[src/sync_requant_pkg.sv]
package sync_requant_pkg;

    // Serial port framing
    localparam int          INSTR_BITS     = 16;
    localparam int          ADDR_W         = 13;
    localparam int          DATA_W         = 8;
    localparam logic [3:0]  INSTR_LAST_BIT = 4'hF;
    localparam logic [3:0]  DATA_LAST_BIT  = 4'h7;

    // Register offsets
    localparam logic [12:0] OFS_CHAN_INDEX = 13'h0005;
    localparam logic [12:0] OFS_SYNC_CTRL  = 13'h003A;
    localparam logic [12:0] OFS_REQ_CTRL   = 13'h003C;
    localparam logic [12:0] OFS_REQ_TUNING = 13'h003E;

    // Field positions
    localparam int          SYNC_MASTER_BIT   = 0;
    localparam int          SYNC_DIV_EN_BIT   = 1;
    localparam int          SYNC_NEXT_BIT     = 2;
    localparam int          REQ_ENABLE_BIT    = 0;
    localparam int          REQ_MODE_LSB      = 1;
    localparam int          REQ_MODE_W        = 3;
    localparam int          TUNING_W          = 6;
    localparam int          CHAN_COUNT        = 2;

    // Writable bits per register, everything else reads zero
    localparam logic [7:0]  SYNC_CTRL_MASK  = 8'h07;
    localparam logic [7:0]  REQ_CTRL_MASK   = 8'h0F;
    localparam logic [7:0]  REQ_TUNING_MASK = 8'h3F;
    localparam logic [7:0]  CHAN_INDEX_MASK = 8'h03;

    // Reset values
    localparam logic [7:0]  SYNC_CTRL_RST  = 8'h00;
    localparam logic [7:0]  REQ_CTRL_RST   = 8'h00;
    localparam logic [7:0]  REQ_TUNING_RST = 8'h00;
    localparam logic [7:0]  CHAN_INDEX_RST = 8'h03;

    // Passband modes
    localparam logic [2:0]  MODE_WIDTH_22 = 3'h0;
    localparam logic [2:0]  MODE_WIDTH_33 = 3'h1;

    // Tuning range and band width, in steps of 0.5 % of sample rate
    localparam logic [5:0]  TUNING_MAX_22 = 6'h38;
    localparam logic [5:0]  TUNING_MAX_33 = 6'h21;
    localparam logic [6:0]  SPAN_STEPS_22 = 7'h2C;
    localparam logic [6:0]  SPAN_STEPS_33 = 7'h42;

endpackage

[src/reg_bus_if.sv]
`timescale 1ns/1ns
`default_nettype none
interface reg_bus_if;
    logic        wrStb;
    logic [12:0] addr;
    logic [7:0]  wrData;
    logic [7:0]  rdData;

    modport engine (
        output wrStb,
        output addr,
        output wrData,
        input  rdData
    );

    modport regs (
        input  wrStb,
        input  addr,
        input  wrData,
        output rdData
    );
endinterface
`default_nettype wire

[src/sync_and_requantizer_ctrl.sv]
// Behaviour
// - All sync functions stay inactive unless master sync enable, bit 0, is high.
// - Sync pulses reach the clock divider only while bits 1 and 0 are high.
// - With bit 2 set, divider aligns to first sync pulse, ignores later ones.
// - After a divider sync with bit 2 set, hardware clears the divider sync enable bit.
// - Mode field 000 selects the 22 % passband width.
// - Mode field 001 selects the 33 % passband width.
// - Requantizer runs while control bit 0 is high, off while low.
// - Six-bit tuning word places the requantizer band edges.
// - In 22 % mode only 57 tuning values are valid.
// - In 33 % mode only 34 tuning values are valid.
// - Each tuning step moves the band by 0.5 % of sample rate.
`timescale 1ns/1ns
`default_nettype none
module sync_and_requantizer_ctrl
    import sync_requant_pkg::*;
(
    // Clock and reset
    input  wire logic           sys_clk,
    input  wire logic           resetn,
    // Serial control port
    input  wire logic           sclkPin,
    input  wire logic           csbPin,
    input  wire logic           sdioIn,
    output logic                sdioOut,
    output logic                sdioOeN,
    // External sync
    input  wire logic           syncPin,
    output logic                syncBufferEnable,
    output logic                dividerSyncPulse,
    // Requantizer controls, one set per channel
    output logic [1:0]          requantEnable,
    output logic [1:0]          width33Mode,
    output logic [1:0]          tuningInRange,
    output logic [1:0][5:0]     tuningWord,
    output logic [1:0][6:0]     bandLowEdge,
    output logic [1:0][6:0]     bandHighEdge
);

    reg_bus_if bus ();

    logic [1:0]             syncSync_r;
    logic                   syncDly_r;
    logic                   syncEdge;
    logic [7:0]             syncCtrl_r;
    logic [7:0]             chanIndex_r;
    logic [1:0][7:0]        reqCtrl_r;
    logic [1:0][7:0]        reqTuning_r;
    logic                   syncFire;
    logic                   dividerSync_r;
    logic [1:0]             requantEnable_r;
    logic [1:0]             width33_r;
    logic [1:0]             inRange_r;
    logic [1:0][5:0]        tuningWord_r;
    logic [1:0][6:0]        bandLow_r;
    logic [1:0][6:0]        bandHigh_r;
    logic [7:0]             rdData;

    serial_port_engine port (
        .sys_clk (sys_clk),
        .resetn  (resetn),
        .sclkPin (sclkPin),
        .csbPin  (csbPin),
        .sdioIn  (sdioIn),
        .sdioOut (sdioOut),
        .sdioOeN (sdioOeN),
        .bus     (bus.engine)
    );

    function automatic logic is33(input logic [7:0] ctrl);
        return ctrl[REQ_MODE_LSB +: REQ_MODE_W] == MODE_WIDTH_33;
    endfunction

    function automatic logic [5:0] tuningLimit(input logic [7:0] ctrl);
        return is33(ctrl) ? TUNING_MAX_33 : TUNING_MAX_22;
    endfunction

    function automatic logic hits(input logic [12:0] a, input logic [12:0] ofs);
        return bus.wrStb && a == ofs;
    endfunction

    // Sync pin is asynchronous
    always_ff @(posedge sys_clk or negedge resetn) begin
        if (!resetn) begin
            syncSync_r <= 2'h0;
            syncDly_r  <= 1'b0;
        end else begin
            syncSync_r <= {syncSync_r[0], syncPin};
            syncDly_r  <= syncSync_r[1];
        end
    end

    assign syncEdge = syncSync_r[1] & ~syncDly_r;

    // Gate needs both enables
    assign syncFire = syncEdge & syncCtrl_r[SYNC_MASTER_BIT]
                    & syncCtrl_r[SYNC_DIV_EN_BIT];

    // Sync control; a software write in the same cycle wins over the self-clear
    always_ff @(posedge sys_clk or negedge resetn) begin
        if (!resetn) begin
            syncCtrl_r <= SYNC_CTRL_RST;
        end else if (hits(bus.addr, OFS_SYNC_CTRL)) begin
            syncCtrl_r <= bus.wrData & SYNC_CTRL_MASK;
        end else if (syncFire && syncCtrl_r[SYNC_NEXT_BIT]) begin
            syncCtrl_r[SYNC_DIV_EN_BIT] <= 1'b0;
        end
    end

    always_ff @(posedge sys_clk or negedge resetn) begin
        if (!resetn) begin
            dividerSync_r <= 1'b0;
        end else begin
            dividerSync_r <= syncFire;
        end
    end

    // Channel index selects which local copies a write reaches
    always_ff @(posedge sys_clk or negedge resetn) begin
        if (!resetn) begin
            chanIndex_r <= CHAN_INDEX_RST;
        end else if (hits(bus.addr, OFS_CHAN_INDEX)) begin
            chanIndex_r <= bus.wrData & CHAN_INDEX_MASK;
        end
    end

    // Local requantizer registers
    always_ff @(posedge sys_clk or negedge resetn) begin
        if (!resetn) begin
            for (int ch = 0; ch < CHAN_COUNT; ch++) begin
                reqCtrl_r[ch]   <= REQ_CTRL_RST;
                reqTuning_r[ch] <= REQ_TUNING_RST;
            end
        end else begin
            for (int ch = 0; ch < CHAN_COUNT; ch++) begin
                if (chanIndex_r[ch] && hits(bus.addr, OFS_REQ_CTRL)) begin
                    reqCtrl_r[ch] <= bus.wrData & REQ_CTRL_MASK;
                end
                if (chanIndex_r[ch] && hits(bus.addr, OFS_REQ_TUNING)) begin
                    reqTuning_r[ch] <= bus.wrData & REQ_TUNING_MASK;
                end
            end
        end
    end

    // Effective settings; an out-of-range word is clamped so the band stays legal
    always_ff @(posedge sys_clk or negedge resetn) begin
        if (!resetn) begin
            requantEnable_r <= 2'h0;
            width33_r       <= 2'h0;
            inRange_r       <= 2'h0;
            tuningWord_r    <= '0;
            bandLow_r       <= '0;
            bandHigh_r      <= '0;
        end else begin
            for (int ch = 0; ch < CHAN_COUNT; ch++) begin
                requantEnable_r[ch] <= reqCtrl_r[ch][REQ_ENABLE_BIT];
                width33_r[ch]       <= is33(reqCtrl_r[ch]);
                inRange_r[ch]       <= reqTuning_r[ch][5:0] <= tuningLimit(reqCtrl_r[ch]);
                if (reqTuning_r[ch][5:0] <= tuningLimit(reqCtrl_r[ch])) begin
                    tuningWord_r[ch] <= reqTuning_r[ch][5:0];
                    bandLow_r[ch]    <= {1'b0, reqTuning_r[ch][5:0]};
                    bandHigh_r[ch]   <= {1'b0, reqTuning_r[ch][5:0]}
                                      + (is33(reqCtrl_r[ch]) ? SPAN_STEPS_33 : SPAN_STEPS_22);
                end else begin
                    tuningWord_r[ch] <= tuningLimit(reqCtrl_r[ch]);
                    bandLow_r[ch]    <= {1'b0, tuningLimit(reqCtrl_r[ch])};
                    bandHigh_r[ch]   <= {1'b0, tuningLimit(reqCtrl_r[ch])}
                                      + (is33(reqCtrl_r[ch]) ? SPAN_STEPS_33 : SPAN_STEPS_22);
                end
            end
        end
    end

    // Read mux; both channels selected reads channel A
    always_comb begin
        rdData = 8'h00;
        if (bus.addr == OFS_SYNC_CTRL) begin
            rdData = syncCtrl_r;
        end else if (bus.addr == OFS_CHAN_INDEX) begin
            rdData = chanIndex_r;
        end else if (bus.addr == OFS_REQ_CTRL) begin
            rdData = chanIndex_r[0] ? reqCtrl_r[0] : reqCtrl_r[1];
        end else if (bus.addr == OFS_REQ_TUNING) begin
            rdData = chanIndex_r[0] ? reqTuning_r[0] : reqTuning_r[1];
        end
    end

    assign bus.rdData       = rdData;
    assign syncBufferEnable = syncCtrl_r[SYNC_MASTER_BIT];
    assign dividerSyncPulse = dividerSync_r;
    assign requantEnable    = requantEnable_r;
    assign width33Mode      = width33_r;
    assign tuningInRange    = inRange_r;
    assign tuningWord       = tuningWord_r;
    assign bandLowEdge      = bandLow_r;
    assign bandHighEdge     = bandHigh_r;

endmodule
`default_nettype wire

[src/serial_port_engine.sv]
`timescale 1ns/1ns
`default_nettype none
module serial_port_engine
    import sync_requant_pkg::*;
(
    // Clock and reset
    input  wire logic   sys_clk,
    input  wire logic   resetn,
    // Serial pins
    input  wire logic   sclkPin,
    input  wire logic   csbPin,
    input  wire logic   sdioIn,
    output logic        sdioOut,
    output logic        sdioOeN,
    // Register access
    reg_bus_if.engine   bus
);

    typedef enum logic {ST_INSTR, ST_DATA} phase_t;

    logic [1:0]        sclkSync_r;
    logic [1:0]        csbSync_r;
    logic [1:0]        sdioSync_r;
    logic              sclkDly_r;
    logic              sclkRise;
    logic              sclkFall;
    logic              csbHigh;
    logic              sdioBit;
    phase_t            phase_r;
    logic [3:0]        bitCnt_r;
    logic [15:0]       shift_r;
    logic              readMode_r;
    logic [12:0]       addr_r;
    logic [12:0]       wrAddr_r;
    logic [7:0]        wrData_r;
    logic              wrStb_r;
    logic              loadPend_r;
    logic [7:0]        txShift_r;
    logic              sdioOut_r;
    logic              sdioOeN_r;

    // Pins are asynchronous to sys_clk; SCLK must stay well below sys_clk / 8
    always_ff @(posedge sys_clk or negedge resetn) begin
        if (!resetn) begin
            sclkSync_r <= 2'h0;
            csbSync_r  <= 2'h3;
            sdioSync_r <= 2'h0;
            sclkDly_r  <= 1'b0;
        end else begin
            sclkSync_r <= {sclkSync_r[0], sclkPin};
            csbSync_r  <= {csbSync_r[0], csbPin};
            sdioSync_r <= {sdioSync_r[0], sdioIn};
            sclkDly_r  <= sclkSync_r[1];
        end
    end

    assign sclkRise = sclkSync_r[1] & ~sclkDly_r;
    assign sclkFall = ~sclkSync_r[1] & sclkDly_r;
    assign csbHigh  = csbSync_r[1];
    assign sdioBit  = sdioSync_r[1];

    // Instruction and data framing; address walks downward when streaming
    always_ff @(posedge sys_clk or negedge resetn) begin
        if (!resetn) begin
            phase_r    <= ST_INSTR;
            bitCnt_r   <= 4'h0;
            shift_r    <= 16'h0000;
            readMode_r <= 1'b0;
            addr_r     <= 13'h0000;
        end else if (csbHigh) begin
            phase_r  <= ST_INSTR;
            bitCnt_r <= 4'h0;
        end else if (sclkRise) begin
            shift_r <= {shift_r[14:0], sdioBit};
            case (phase_r)
                ST_INSTR: begin
                    bitCnt_r <= bitCnt_r + 4'h1;
                    if (bitCnt_r == INSTR_LAST_BIT) begin
                        phase_r    <= ST_DATA;
                        readMode_r <= shift_r[14];
                        addr_r     <= {shift_r[11:0], sdioBit};
                    end
                end
                ST_DATA: begin
                    if (bitCnt_r == DATA_LAST_BIT) begin
                        bitCnt_r <= 4'h0;
                        addr_r   <= addr_r - 13'h0001;
                    end else begin
                        bitCnt_r <= bitCnt_r + 4'h1;
                    end
                end
                default: begin
                    phase_r <= ST_INSTR;
                end
            endcase
        end
    end

    // One-cycle write strobe at the last bit of each written byte
    always_ff @(posedge sys_clk or negedge resetn) begin
        if (!resetn) begin
            wrStb_r  <= 1'b0;
            wrAddr_r <= 13'h0000;
            wrData_r <= 8'h00;
        end else begin
            wrStb_r <= 1'b0;
            if (!csbHigh && sclkRise && phase_r == ST_DATA && bitCnt_r == DATA_LAST_BIT && !readMode_r) begin
                wrStb_r  <= 1'b1;
                wrAddr_r <= addr_r;
                wrData_r <= {shift_r[6:0], sdioBit};
            end
        end
    end

    // Read byte is loaded the cycle after its address settles
    always_ff @(posedge sys_clk or negedge resetn) begin
        if (!resetn) begin
            loadPend_r <= 1'b0;
        end else begin
            loadPend_r <= 1'b0;
            if (!csbHigh && sclkRise) begin
                if (phase_r == ST_INSTR && bitCnt_r == INSTR_LAST_BIT && shift_r[14]) begin
                    loadPend_r <= 1'b1;
                end else if (phase_r == ST_DATA && bitCnt_r == DATA_LAST_BIT && readMode_r) begin
                    loadPend_r <= 1'b1;
                end
            end
        end
    end

    // Read data leaves MSB first, changing on SCLK falling edges
    always_ff @(posedge sys_clk or negedge resetn) begin
        if (!resetn) begin
            txShift_r <= 8'h00;
            sdioOut_r <= 1'b0;
            sdioOeN_r <= 1'b1;
        end else begin
            sdioOeN_r <= ~(!csbHigh && phase_r == ST_DATA && readMode_r);
            if (loadPend_r) begin
                txShift_r <= bus.rdData;
            end else if (!csbHigh && sclkFall && phase_r == ST_DATA && readMode_r) begin
                sdioOut_r <= txShift_r[7];
                txShift_r <= {txShift_r[6:0], 1'b0};
            end
        end
    end

    assign bus.wrStb  = wrStb_r;
    assign bus.wrData = wrData_r;
    assign bus.addr   = wrStb_r ? wrAddr_r : addr_r;
    assign sdioOut    = sdioOut_r;
    assign sdioOeN    = sdioOeN_r;

endmodule
`default_nettype wire

[config.mk]
export PLATFORM = sky130hd
export DESIGN_NAME = sync_and_requantizer_ctrl
export DESIGN_NICKNAME = d
export VERILOG_FILES = /design/src/sync_requant_pkg.sv /design/src/reg_bus_if.sv /design/src/sync_and_requantizer_ctrl.sv /design/src/serial_port_engine.sv
export SDC_FILE = /design/constraint.sdc
export NUM_CORES = 1
export LEC_CHECK = 0
export ABC_CLOCK_PERIOD_IN_PS = 3600
export BUFFER_PORTS_ARGS = -buffer_cell sky130_fd_sc_hd__buf_2
export CORE_MARGIN = 1
export CORE_UTILIZATION = 45
export DETAILED_ROUTE_END_ITERATION = 10
export SLEW_MARGIN = 20
export SYNTH_ARGS = -nofsm -noshare
export SYNTH_HDL_FRONTEND = slang
export SYNTH_SLANG_ARGS = --single-unit
[constraint.sdc]
create_clock -name sys_clk -period 3.6 [get_ports sys_clk]
set_clock_uncertainty 0.1 [all_clocks]
set_input_delay 0.54 -clock sys_clk [delete_from_list [all_inputs] [get_ports sys_clk]]
set_output_delay 0.54 -clock sys_clk [all_outputs]
set_load 0.05 [all_outputs]
Word level (Yosys, flattened, before mapping)
Cells that the tools add are included.
- bits in registers: 145
- input port bits: 6
- output and inout bits: 50
- add/sub/neg operators: 6
- $lt $le $gt $ge: 2
- equality and inequality tests: 10
- muxes and demuxes: 36
- bitwise operators: 12
- reductions and logical operators: 31
- operators with widths (cell ; number):
    6-bit 2-to-1 mux ; 9
    13-bit by 6-bit == test with 1-bit output, second input constant ; 3
    13-bit 2-to-1 mux ; 3
    6-bit by 7-bit adder with 7-bit output ; 4
    7-bit 2-to-1 mux ; 4
    13-bit one-hot mux with 2 select lines ; 1
    1-bit logical AND ; 22
    4-bit 2-to-1 mux ; 4
    8-bit 2-to-1 mux ; 2
    13-bit by 3-bit == test with 1-bit output, second input constant ; 1
    13-bit by 1-bit subtractor with 13-bit output, second input constant ; 1
    6-bit less-or-equal comparator ; 2
    1-bit 2-to-1 mux ; 10
    5-bit 2-to-1 mux ; 2
    4-bit one-hot mux with 2 select lines ; 1
    4-bit AND reduction ; 2
    1-bit NOT ; 7
    3-bit by 1-bit == test with 1-bit output, second input constant ; 2
    2-bit nonzero test ; 3
    1-bit bitwise AND ; 5
    4-bit by 1-bit adder with 4-bit output, second input constant ; 1
    4-bit by 3-bit == test with 1-bit output, second input constant ; 1
    4-bit == test, second input constant ; 1
    2-bit AND reduction ; 2
    3 further kinds ; 4

Logic depth before layout (Yosys ltp)
Gate-level depths: netlist (run 1).
- depth after elaboration: 7
- depth in mapped cells: 13

By module
Synthesis (run 1) repeated with hierarchy kept, for this count alone.
- cell total of the unflattened synthesis: 521
- area total of the unflattened synthesis: 6273.5 um2
- modules (own cells, without submodules) (module ; instances ; cells an instance ; area an instance (um2) ; seq. area each (um2)):
    serial_port_engine ; 1 ; 294 ; 3462.1 ; 1855.5
    sync_and_requantizer_ctrl ; 1 ; 227 ; 2811.4 ; 1478.9

Worst setup path after synthesis (run 1)
OpenSTA, ideal clock, no wires.
- path kind: register to register
- from: reg reqCtrl_r[11] (netlist bit)
- to: reg bandHigh_r (netlist bit bandHighEdge[12])
- setup time: 0.077 ns
- arrival: 2.477 ns
- required time: 3.423 ns
- setup slack: 0.946 ns
- stages on the path, launching flop included: 14
- path buffers: 0
- period minus slack after synthesis: 2.654 ns
- cells stage by stage: dfrtp_1 > nor2_1 > nand2_1 > clkinv_1 > o22ai_1 > a211oi_1 > nor2b_1 > ha_1 > fa_1 > a21o_1 > nand2_1 > xnor2_1 > nor2_1 > a21oi_1
- longest elaborated chain between the ends: 4
- elaborated cells between the ends (all ways): 7
- classes of those cells: add/sub: 2; order compare: 1; eq/ne: 1; mux: 3
- RTL lines (what ; RTL line ; RTL):
    from (decl) ; sync_and_requantizer_ctrl.sv:47 ; logic [1:0][7:0] reqCtrl_r;
    from (signal, indexed assignment) ; sync_and_requantizer_ctrl.sv:137 ; reqCtrl_r[ch] <= bus.wrData & REQ_CTRL_MASK;
    3-bit by 1-bit == test with 1-bit output (*) ; sync_and_requantizer_ctrl.sv:71 ; return ctrl[REQ_MODE_LSB +: REQ_MODE_W] == MODE_WIDTH_33;
    5-bit 2-to-1 mux / 7-bit 2-to-1 mux (equally long branches) ; sync_and_requantizer_ctrl.sv:75, sync_and_requantizer_ctrl.sv:164, sync_and_requantizer_ctrl.sv:169 ;
    6-bit by 7-bit adder with 7-bit output (tied with other cells) ; sync_and_requantizer_ctrl.sv:169 ; + (is33(reqCtrl_r[ch]) ? SPAN_STEPS_33 : SPAN_STEPS_22);
    7-bit 2-to-1 mux (*) ; sync_and_requantizer_ctrl.sv:160 ; if (reqTuning_r[ch][5:0] <= tuningLimit(reqCtrl_r[ch])) begin
    to (signal, indexed assignment) ; sync_and_requantizer_ctrl.sv:163 ; bandHigh_r[ch] <= {1'b0, reqTuning_r[ch][5:0]}
    to (signal, indexed assignment) ; sync_and_requantizer_ctrl.sv:168 ; bandHigh_r[ch] <= {1'b0, tuningLimit(reqCtrl_r[ch])}
    to (decl) ; sync_and_requantizer_ctrl.sv:56 ; logic [1:0][6:0] bandHigh_r;
Mark *: on every way between the ends. The rest lies on a longest branch, timed or not.
A chain may end at the register's enable or synchronous reset.

Worst setup path after layout (run 1)
Same ends and word-level chain as after synthesis.

==> flow_metrics.py, run 1 <==
metrics = {
    "cells_and_area": {
        "most-common-layout-cells": "dfrtp_1, mux2_2, buf_2, nand2_1, nor2_1",
        "num_antenna_cells": 0,
        "finish.utilization_pct": 53.7,
        "layout-drive-gt1-share_pct": 30.8,
        "nets": 537,
        "mostFrequentLayoutCell": "dfrtp_1",
        "area_delta_synth_final_pct": 15.2,
        "fillerInstances": 1126,
    },
    "grt": {
        "antenna_found_initial": 0,
        "first_global_vias": 3711,
        "grt_start_max_net_pins": 90,
        "grt_overflow": 0,
        "grt_usage_pct": 18.7,
        "grt_pass1_wl_um": 19100,
    },
    "worst_setup_path": {
        "cp-start-kind": "flop",
        "worst_ep_arrival_time_ps": 3260,
        "timing.rr.end": "bandHighEdge[12]",
        "slowest_stage": "a211oi_1",
        "crit_family": "compound AO/OA/AOI/OAI gates",
        "r2r_cells": 13,
        "worstSetupPathType": "flop to flop",
        "reg2reg_from": "reqCtrl_r[11]",
        "crit_cells": 13,
        "endpoint_kind": "flop",
        "worst-path-buf-inv": 1,
        "r2r_slack_ps": 580,
        "crit_chain": "nor2_1 > nand2_1 > clkinv_1 > o22ai_1 > a211oi_1 > nor2b_1 > ha_1 > fa_1 > a21o_1 > nand2_1 > xnor2_1 > nor2_1 > a21oi_1",
        "crit_path_max_fanout": 8,
        "slowest_delay_ps": 490,
        "cp.required_ps": 3840,
    },
    "placed_design": {
        "pre_cts_slack_ps": 596,
        "place_congestion": 0.799,
        "port_buffers": 53,
        "dpl.hpwl_um": 7650,
    },
    "floorplanning": {
        "fp.dieH_um": 117,
        "start_util_pct": 46.6,
        "die_area_um2": 13600,
        "coreArea_um2": 12700,
        "io_pins": 56,
        "die_w_um": 117,
        "rows": 41,
    },
    "yosys": {
        "netlist_area_um2": 5930,
        "synth_ff_type": "dfrtp_1",
        "synth.distinct_cells": 58,
        "synth-seq-area-share_pct": 55.4,
        "syn-instance-count": 486,
        "avgSynthCellArea_um2": 12.2,
        "synth_seq_cells": 131,
        "ys.warnings.count": 0,
        "async_flop_share_pct": 100,
        "synth_edf_count": 0,
    },
    "power_and_ir_drop": {
        "powerDensity_nw_per_um2": 508,
        "ir_drop_uv": 333,
        "leakage_nw": 3.34,
    },
    "clock_network": {
        "clock_sinks": 131,
        "cts_root_buf": "clkbuf_16",
        "cts_tree": "yes",
        "cts_setup_buffers": 0,
        "cts_buffer_depth": 2,
        "hold_buffers": 0,
        "numCtsBuffers": 17,
        "htreeDepth": 4,
        "path_clk_slew_ps": 60,
        "cts_resized": 0,
        "clk-insertion-delay-late_ps": 420,
    },
    "route": {
        "drt-pass1-iter-count": 4,
        "wl_per_cell_um": 15.9,
        "viasPerCell": 5.28,
        "drt_wl_total_um": 11200,
        "dr.first_iter.drc_count": 209,
        "drc": 0,
        "ant_nets": 0,
        "dr_total_vias": 3723,
    },
    "sta": {
        "setup_violations": 0,
        "layout_setup_ws_ps": 576,
        "finalSetupTns_ps": 0,
        "period_minus_slack_ps": 3020,
        "rsz0062_at_grt": "false",
        "max_freq_mhz": 331,
        "worst_slew_pin_slew_ps": 871,
        "maxSlewHeadroom_pct": 41.9,
        "fin_crit_sh_pct": 84.0,
        "slew_viol_final": 0,
        "hold_viol": 0,
    },
    "worst_hold_path": {
        "worst_hold_path_type": "input port to async pin",
    },
    "run_status": {
        "status": "finished clean",
    },
    "run": {
        "drv_cap": 0,
    },
}
[worst max path at each step]
stage                  startpoint                to  slack (ps)
floorplan           reqCtrl_r[11]  bandHighEdge[12]         950
detailed placement  reqCtrl_r[11]  bandHighEdge[12]         600
global route        reqCtrl_r[11]  bandHighEdge[12]         270
global placement    reqCtrl_r[11]  bandHighEdge[12]         760
finish              reqCtrl_r[11]  bandHighEdge[12]         580
CTS                 reqCtrl_r[11]  bandHighEdge[12]         580
[state kept, by name, summed over array words and instances, names as in the netlist, 2 cells and up]
name             flops
port.bus.wrData      6
port.bitCnt_r        4
bandLowEdge         10
port.sdioSync_r      2
width33Mode          2
port.csbSync_r       2
port.sclkSync_r      2
port.addr_r         13
reqTuning_r         12
bandHighEdge        14
syncSync_r           2
reqCtrl_r            8
port.wrAddr_r       13
syncCtrl_r           3
port.txShift_r       8
tuningInRange        2
chanIndex_r          2
port.shift_r        15
requantEnable        2
[routing by layer]
| metal | global-route usage [%] | share of wire (%) |
|---|---|---|
| met2 | 27.1 | 45 |
| met1 | 26.9 | 50 |
| met4 | 8.95 | 1.9 |
| met5 | 0 | 0 |
| met3 | 3.66 | 3.0 |
[layout make-up]
| cell class | count | area [um2] | area share, % |
|---|---|---|---|
| Multi-Input combinational cell | 298 | 2330 | 34.2 |
| Inverter | 15 | 56.3 | 0.824 |
| Clock buffer | 19 | 443 | 6.48 |
| Tap cell | 172 | 215 | 3.15 |
| Clock inverter | 12 | 181 | 2.66 |
| Sequential cell | 131 | 3280 | 48.1 |
| Timing Repair Buffer | 58 | 318 | 4.65 |
[kinds of logic after synthesis]
| group | after synthesis | synth area share, % |
|---|---|---|
| flops | 131 | 55.4 |
| simple gates | 112 | 11.7 |
| compound gates | 87 | 8.99 |
| mux | 79 | 15.0 |
| buf+inv | 58 | 5.42 |
| fa+ha+maj | 10 | 2.36 |
| xor+xnor | 8 | 1.18 |
| other cells | 1 | 0.0632 |
[where the power goes]
group / internal, W / leakage, nW / switching [W]
logic: 0.0000416 / 1.31 / 0.0000476
clock network: 0.00117 / 0.292 / 0.000631
registers: 0.00152 / 1.74 / 0.0000505
[per-stage QoR]
step,std cells,hold WS [ps],cell area [um2],power [W]
after floorplan,487,144,5940,0.00163
after global placement,674,235,6210,0.00169
after detailed placement,674,240,6210,0.00169
after CTS,705,22.7,6830,0.00350
after global routing,705,50.9,6830,0.00359
final,705,9.17,6830,0.00347
[cell usage after synthesis (all sizes together), types with 2 or more instances]
| library cell | n | area (um2) |
|---|---|---|
| dfstp | 5 | 131 |
| a31oi | 3 | 18.8 |
| nor2 | 26 | 97.6 |
| or4 | 3 | 22.5 |
| and2 | 2 | 12.5 |
| a21oi | 25 | 125 |
| mux2i | 20 | 200 |
| a32oi | 2 | 17.5 |
| nand4b | 3 | 71.3 |
| clkbuf | 11 | 41.3 |
| nand3b | 2 | 15.0 |
| nand4 | 5 | 46.3 |
| o22ai | 17 | 106 |
| buf | 32 | 224 |
| dfrtp | 126 | 3150 |
| nand2 | 27 | 101 |
| inv | 14 | 52.6 |
| a211oi | 3 | 22.5 |
| nor2b | 6 | 37.5 |
| nor3 | 7 | 40.0 |
| nand3 | 12 | 60.1 |
| nor4 | 5 | 52.6 |
| mux2 | 59 | 687 |
| and4b | 4 | 40.0 |
| o21ai | 18 | 90.1 |
| a21o | 4 | 30.0 |
| a21boi | 4 | 30.0 |
| fa | 2 | 40.0 |
| xnor2 | 5 | 43.8 |
| ha | 8 | 100 |
| xor2 | 3 | 26.3 |
| nor3b | 4 | 41.3 |
| o211ai | 2 | 15.0 |
| nor4b | 2 | 23.8 |
Power figures use the tool's default switching activity.
==> inputs of run 2 (changes only) <==
--- a/config.mk
+++ b/config.mk
@@ -5,11 +5,12 @@
 export SDC_FILE = /design/constraint.sdc
 export NUM_CORES = 1
 export LEC_CHECK = 0
-export ABC_CLOCK_PERIOD_IN_PS = 3600
+export ABC_CLOCK_PERIOD_IN_PS = 2700
 export BUFFER_PORTS_ARGS = -buffer_cell sky130_fd_sc_hd__buf_2
 export CORE_MARGIN = 1
 export CORE_UTILIZATION = 45
 export DETAILED_ROUTE_END_ITERATION = 10
+export PLACE_DENSITY = 0.66
 export SLEW_MARGIN = 20
 export SYNTH_ARGS = -nofsm -noshare
 export SYNTH_HDL_FRONTEND = slang
==> constraint.sdc (replaced) <==
create_clock -name sys_clk -period 2.7 [get_ports sys_clk]
set_clock_uncertainty 0.1 [all_clocks]
set_input_delay 0.405 -clock sys_clk [delete_from_list [all_inputs] [get_ports sys_clk]]
set_output_delay 0.405 -clock sys_clk [all_outputs]
set_load 0.05 [all_outputs]
==> run 2 against run 1 <==
Net effect: combinational power rose by 45%; total power rose by 26%; cell count is 2.1% higher; maximum frequency increased by 25%; die area stayed put; flip-flop and latch count did not move; clock power increased by 19%; first-iteration DRC count is 47% lower; non-clock buffer count increased by 14; core utilization up 0.55 points; critical path type unchanged; highest routed layer unchanged.
==> flow_metrics.py, run 2 (synthesized netlist as in run 1, its figures left out) <==
metrics = {
    "run_status": {
        "status": "finished clean",
    },
    "grt": {
        "grt_overflow": 0,
        "grt_usage_pct": 18.1,
        "grt_pass1_wl_um": 18700,
        "first_global_vias": 3798,
        "grt_start_max_net_pins": 49,
        "antenna_found_initial": 0,
    },
    "placed_design": {
        "place_congestion": 0.809,
        "place_area_um2": 6290,
        "dpl.hpwl_um": 7620,
        "port_buffers": 53,
        "dp_cells": 683,
    },
    "worst_setup_path": {
        "reg2reg_from": "port.addr_r[8]",
        "timing.rr.end": "reqTuning_r[2]",
        "worstSetupPathType": "flop to flop",
        "r2r_slack_ps": 280,
        "endpoint_kind": "flop",
        "r2r_cells": 5,
        "cp.required_ps": 2900,
        "cp-start-kind": "flop",
        "crit_path_max_fanout": 8,
        "worst_ep_arrival_time_ps": 2620,
        "startpoint": "port.addr_r[8]",
    },
    "route": {
        "drt_wl_total_um": 10800,
        "drc": 0,
        "dr_total_vias": 3750,
        "viasPerCell": 5.21,
        "drt-pass1-iter-count": 4,
        "dr.first_iter.drc_count": 111,
        "wl_per_cell_um": 15.0,
        "ant_nets": 0,
    },
    "clock_network": {
        "clk-insertion-delay-late_ps": 420,
        "cts_tree": "yes",
        "cts_setup_buffers": 0,
        "path_clk_slew_ps": 50,
        "cts_buffer_depth": 2,
        "numCtsBuffers": 17,
        "cts_root_buf": "clkbuf_16",
        "clock_sinks": 131,
        "htreeDepth": 4,
    },
    "cells_and_area": {
        "area_delta_synth_final_pct": 16.4,
        "num_antenna_cells": 0,
        "final_area_um2": 6900,
        "layout.cells.non_filler": 720,
        "nets": 551,
        "largest_reg_flops": 15,
        "most-common-layout-cells": "dfrtp_1, mux2_2, buf_2, nand2_1, nor2_1",
        "mostFrequentLayoutCell": "dfrtp_1",
        "layout-drive-gt1-share_pct": 31.2,
        "top_register": "port.shift_r",
    },
    "worst_hold_path": {
        "hold_start": "port.sclkSync_r[0]",
        "worst_hold_path_type": "flop to flop",
        "whs_path_depth": 0,
        "hold_end": "port.sclkSync_r[1]",
    },
    "sta": {
        "worst_slew_pin_slew_ps": 703,
        "slew_viol_final": 0,
        "fin_crit_sh_pct": 89.6,
        "finalSetupTns_ps": 0,
        "maxSlewHeadroom_pct": 53.1,
        "hold_viol": 0,
        "setup_violations": 0,
        "rsz0062_at_grt": "false",
        "whs_ps": 241,
        "period_minus_slack_ps": 2420,
        "max_freq_mhz": 413,
    },
    "floorplanning": {
        "rows": 41,
        "die_area_um2": 13600,
        "coreArea_um2": 12700,
        "die_w_um": 117,
        "io_pins": 56,
        "fp.dieH_um": 117,
        "start_util_pct": 46.6,
    },
    "power_and_ir_drop": {
        "power_w": 0.00437,
        "leakage_nw": 3.40,
        "ir_drop_uv": 568,
        "powerDensity_nw_per_um2": 633,
    },
    "run": {
        "drv_cap": 0,
    },
}
## run 2: cell count changes in the layout (fill, tap and decap cells not counted), sizes merged
cell and change:
buf +9, clkbuf +6, dlygate4sd3 +5, clkinvlp -4
bufinv -2, clkinv +2, inv -1
## run 2: metal layers
| metal | vias up | GRT usage [%] | routed length (um) | share of wire, % |
|---|---|---|---|---|
| met3 | 11 | 4.38 | 302 | 2.8 |
| met5 | - | 0 | 0 | 0 |
| met1 | 1863 | 22.5 | 4870 | 45 |
| met4 | 0 | 7.76 | 145 | 1.3 |
| met2 | 52 | 30.4 | 5520 | 51 |
| li1 | 1824 | - | - | - |
## run 2: how the worst max path moves through the flow
stage | end | cells after the start
3_5_place_dp | bandHighEdge[12] | 13
2_1_floorplan | bandHighEdge[12] | 13
5_1_grt | bandHighEdge[12] | 13
4_1_cts | bandHighEdge[12] | 13
6_report | reqTuning_r[2] | 5
3_3_place_gp | bandHighEdge[5] | 12
## run 2: layout make-up
class | instances | area, um2
Clock buffer | 25 | 465
Multi-Input combinational cell | 298 | 2350
Sequential cell | 131 | 3280
Fill cell | 1119 | 5820
Clock inverter | 7 | 85.1
Tap cell | 172 | 215
Timing Repair Buffer | 72 | 448
Inverter | 15 | 56.3
## run 2: power by group
part	internal, W	total [W]	switching (W)	leakage, nW
Clock	0.00137	0.00215	0.000776	0.273
Sequential	0.00203	0.00209	0.0000572	1.74
Combinational	0.0000634	0.000129	0.0000655	1.38
## run 2: stage by stage
step	util [%]	worst slack, ps
global route	54.3	79.7
global placement	49.4	252
floorplan	-	45.8
detailed placement	49.4	194
finish	54.3	280
CTS	54.2	167
## run 2: timing repair
| item | in CTS | in global routing |
|---|---|---|
| endpoints found under the hold margin | 43 | 0 |
| resized for setup | 0 | 3 |
| hold buffers | 5 | 0 |
| endpoints found under the setup margin | 0 | 2 |
## run 2: worst max-delay path, stage by stage, from the launching register on
cell,delay (ps)
dfrtp_1,460
nor4_4,320
a22oi_1,170
nor3_2,440
nand4_1,420
mux2_2,400
==> inputs of run 3 (changes only) <==
--- a/config.mk
+++ b/config.mk
@@ -11,6 +11,7 @@
 export CORE_UTILIZATION = 45
 export DETAILED_ROUTE_END_ITERATION = 10
 export PLACE_DENSITY = 0.66
+export RECOVER_POWER = 100
 export SLEW_MARGIN = 20
 export SYNTH_ARGS = -nofsm -noshare
 export SYNTH_HDL_FRONTEND = slang
==> run 3 against run 2 <==
Net effect: cell count did not move; first-iteration DRC count shrank 11%; core utilization shrank 1.4 points; via count grew 0.35%; register-to-register slack got worse by 60 ps; sequential share of layout area grew 1.3 points; sequential power hardly changed; design area down 2.7%; die area stayed put; critical endpoint is now reqCtrl_r[11].
==> flow_metrics.py, run 3 (synthesized netlist as in run 1, its figures left out) <==
metrics = {
    "route": {
        "wl_per_cell_um": 15.1,
        "drt-pass1-iter-count": 4,
        "drt_wl_total_um": 10900,
        "drc": 0,
        "viasPerCell": 5.23,
        "dr_total_vias": 3763,
        "ant_nets": 0,
        "dr.first_iter.drc_count": 99,
    },
    "grt": {
        "grt_usage_pct": 18.1,
        "antenna_found_initial": 0,
        "grt_start_max_net_pins": 49,
        "first_global_vias": 3798,
        "grt_overflow": 0,
        "grt_pass1_wl_um": 18700,
    },
    "clock_network": {
        "clk-insertion-delay-late_ps": 410,
        "cts_tree": "yes",
        "cts_root_buf": "clkbuf_16",
        "clock_sinks": 131,
        "htreeDepth": 4,
        "path_clk_slew_ps": 50,
        "cts_buffer_depth": 2,
        "numCtsBuffers": 17,
    },
    "worst_setup_path": {
        "cp.required_ps": 2900,
        "crit_family": "simple AND/OR/NAND/NOR gates",
        "worst-path-buf-inv": 1,
        "cp-start-kind": "flop",
        "slowest_stage": "dfrtp_1",
        "endpoint_kind": "flop",
        "worst_ep_arrival_time_ps": 2680,
        "crit_chain": "nor4_4 > a22oi_1 > nor3_2 > clkbuf_1 > nand4b_1 > mux2_2",
        "slowest_delay_ps": 460,
        "worstSetupPathType": "flop to flop",
        "crit_path_max_fanout": 8,
        "r2r_slack_ps": 220,
    },
    "sta": {
        "layout_setup_ws_ps": 218,
        "finalSetupTns_ps": 0,
        "setup_violations": 0,
        "hold_viol": 0,
        "period_minus_slack_ps": 2480,
        "max_freq_mhz": 403,
        "rsz0062_at_grt": "false",
        "maxSlewHeadroom_pct": 34.3,
        "whs_ps": 241,
        "fin_crit_sh_pct": 91.9,
        "slew_viol_final": 0,
        "worst_slew_pin_slew_ps": 986,
    },
    "cells_and_area": {
        "top_register": "port.shift_r",
        "nets": 551,
        "largest_reg_flops": 15,
        "layout-drive-gt1-share_pct": 19.7,
        "fillerInstances": 1156,
        "mostFrequentLayoutCell": "dfrtp_1",
        "num_antenna_cells": 0,
        "final_area_um2": 6720,
        "finish.utilization_pct": 52.8,
        "area_delta_synth_final_pct": 13.3,
        "most-common-layout-cells": "dfrtp_1, clkbuf_1, mux2_2, nand2_1, nor2_1",
    },
    "placed_design": {
        "place_area_um2": 6290,
        "pre_cts_slack_ps": 194,
        "dpl.hpwl_um": 7620,
        "place_congestion": 0.809,
        "port_buffers": 53,
    },
    "power_and_ir_drop": {
        "ir_drop_uv": 568,
        "p_clk_share_pct": 49.3,
        "p_int_w": 0.00346,
        "switching_share_pct": 20.6,
        "pwr-share-seq_pct": 47.9,
        "power.switching_w": 0.000900,
        "powerDensity_nw_per_um2": 649,
        "combPwrFrac_pct": 2.8,
        "leakage_nw": 3.09,
    },
    "worst_hold_path": {
        "worst_hold_path_type": "flop to flop",
    },
    "floorplanning": {
        "fp.dieH_um": 117,
        "die_area_um2": 13600,
        "io_pins": 56,
        "coreArea_um2": 12700,
        "start_util_pct": 46.6,
        "die_w_um": 117,
        "rows": 41,
    },
    "run": {
        "drv_cap": 0,
    },
    "run_status": {
        "status": "finished clean",
    },
}
## run 3: cell types whose count changed in the layout (fill, tap and decap cells not counted), sizes merged
cell / delta
buf: -55
clkbuf: +55
## run 3: timing repair
action                                 CTS  global route
resized for setup                        0             3
hold buffers                             5             0
setup endpoints to repair                0             2
buffers inserted                         0             0
endpoints found under the hold margin   43             0
## run 3: layout make-up
| type | count | area (um2) | area share, % |
|---|---|---|---|
| Tap cell | 172 | 215 | 3.20 |
| Timing Repair Buffer | 72 | 340 | 5.07 |
| Multi-Input combinational cell | 298 | 2270 | 33.8 |
| Clock buffer | 25 | 465 | 6.93 |
| Sequential cell | 131 | 3280 | 48.9 |
| Inverter | 15 | 56.3 | 0.838 |
| Clock inverter | 7 | 85.1 | 1.27 |
## run 3: worst register-to-register path, delay by kind of cell (launching register included)
family	cells	cell delay, ps
compound gates	1	180
buf+inv	1	280
flops	1	460
mux	1	360
simple gates	3	990
## run 3: layer usage
metal  vias to the layer above  track usage [%]  wire [um]
met5                         -                0          0
met4                         0             7.76        145
met3                        10             4.38        318
met2                        56             30.4       5490
met1                      1873             22.5       4940
li1                       1824                -          -
## run 3: worst paths after layout
path                               startpoint                 end  cells after the start
setup / recovery               port.addr_r[8]       reqCtrl_r[11]                      6
min in group asynchronous              resetn     bandHighEdge[6]                      2
setup reg to reg               port.addr_r[8]       reqCtrl_r[11]                      6
hold / removal             port.sclkSync_r[0]  port.sclkSync_r[1]                      0
hold reg to reg            port.sclkSync_r[0]  port.sclkSync_r[1]                      0
max in group asynchronous              resetn      port.addr_r[0]                      3
## run 3: power by group through the flow
stage / registers (W) / logic [W] / clock network [W]
after floorplan: 0.00210 / 0.0000739 / 0
after detailed placement: 0.00212 / 0.000127 / 0
final: 0.00209 / 0.000122 / 0.00215
after CTS: 0.00209 / 0.000134 / 0.00219
after global placement: 0.00213 / 0.000122 / 0
after global routing: 0.00210 / 0.000141 / 0.00228
## run 3: metrics by stage
stage	total power (W)	std cells
final	0.00436	720
after global routing	0.00452	720
after CTS	0.00442	720
after detailed placement	0.00225	683
after global placement	0.00225	683
after floorplan	0.00218	487
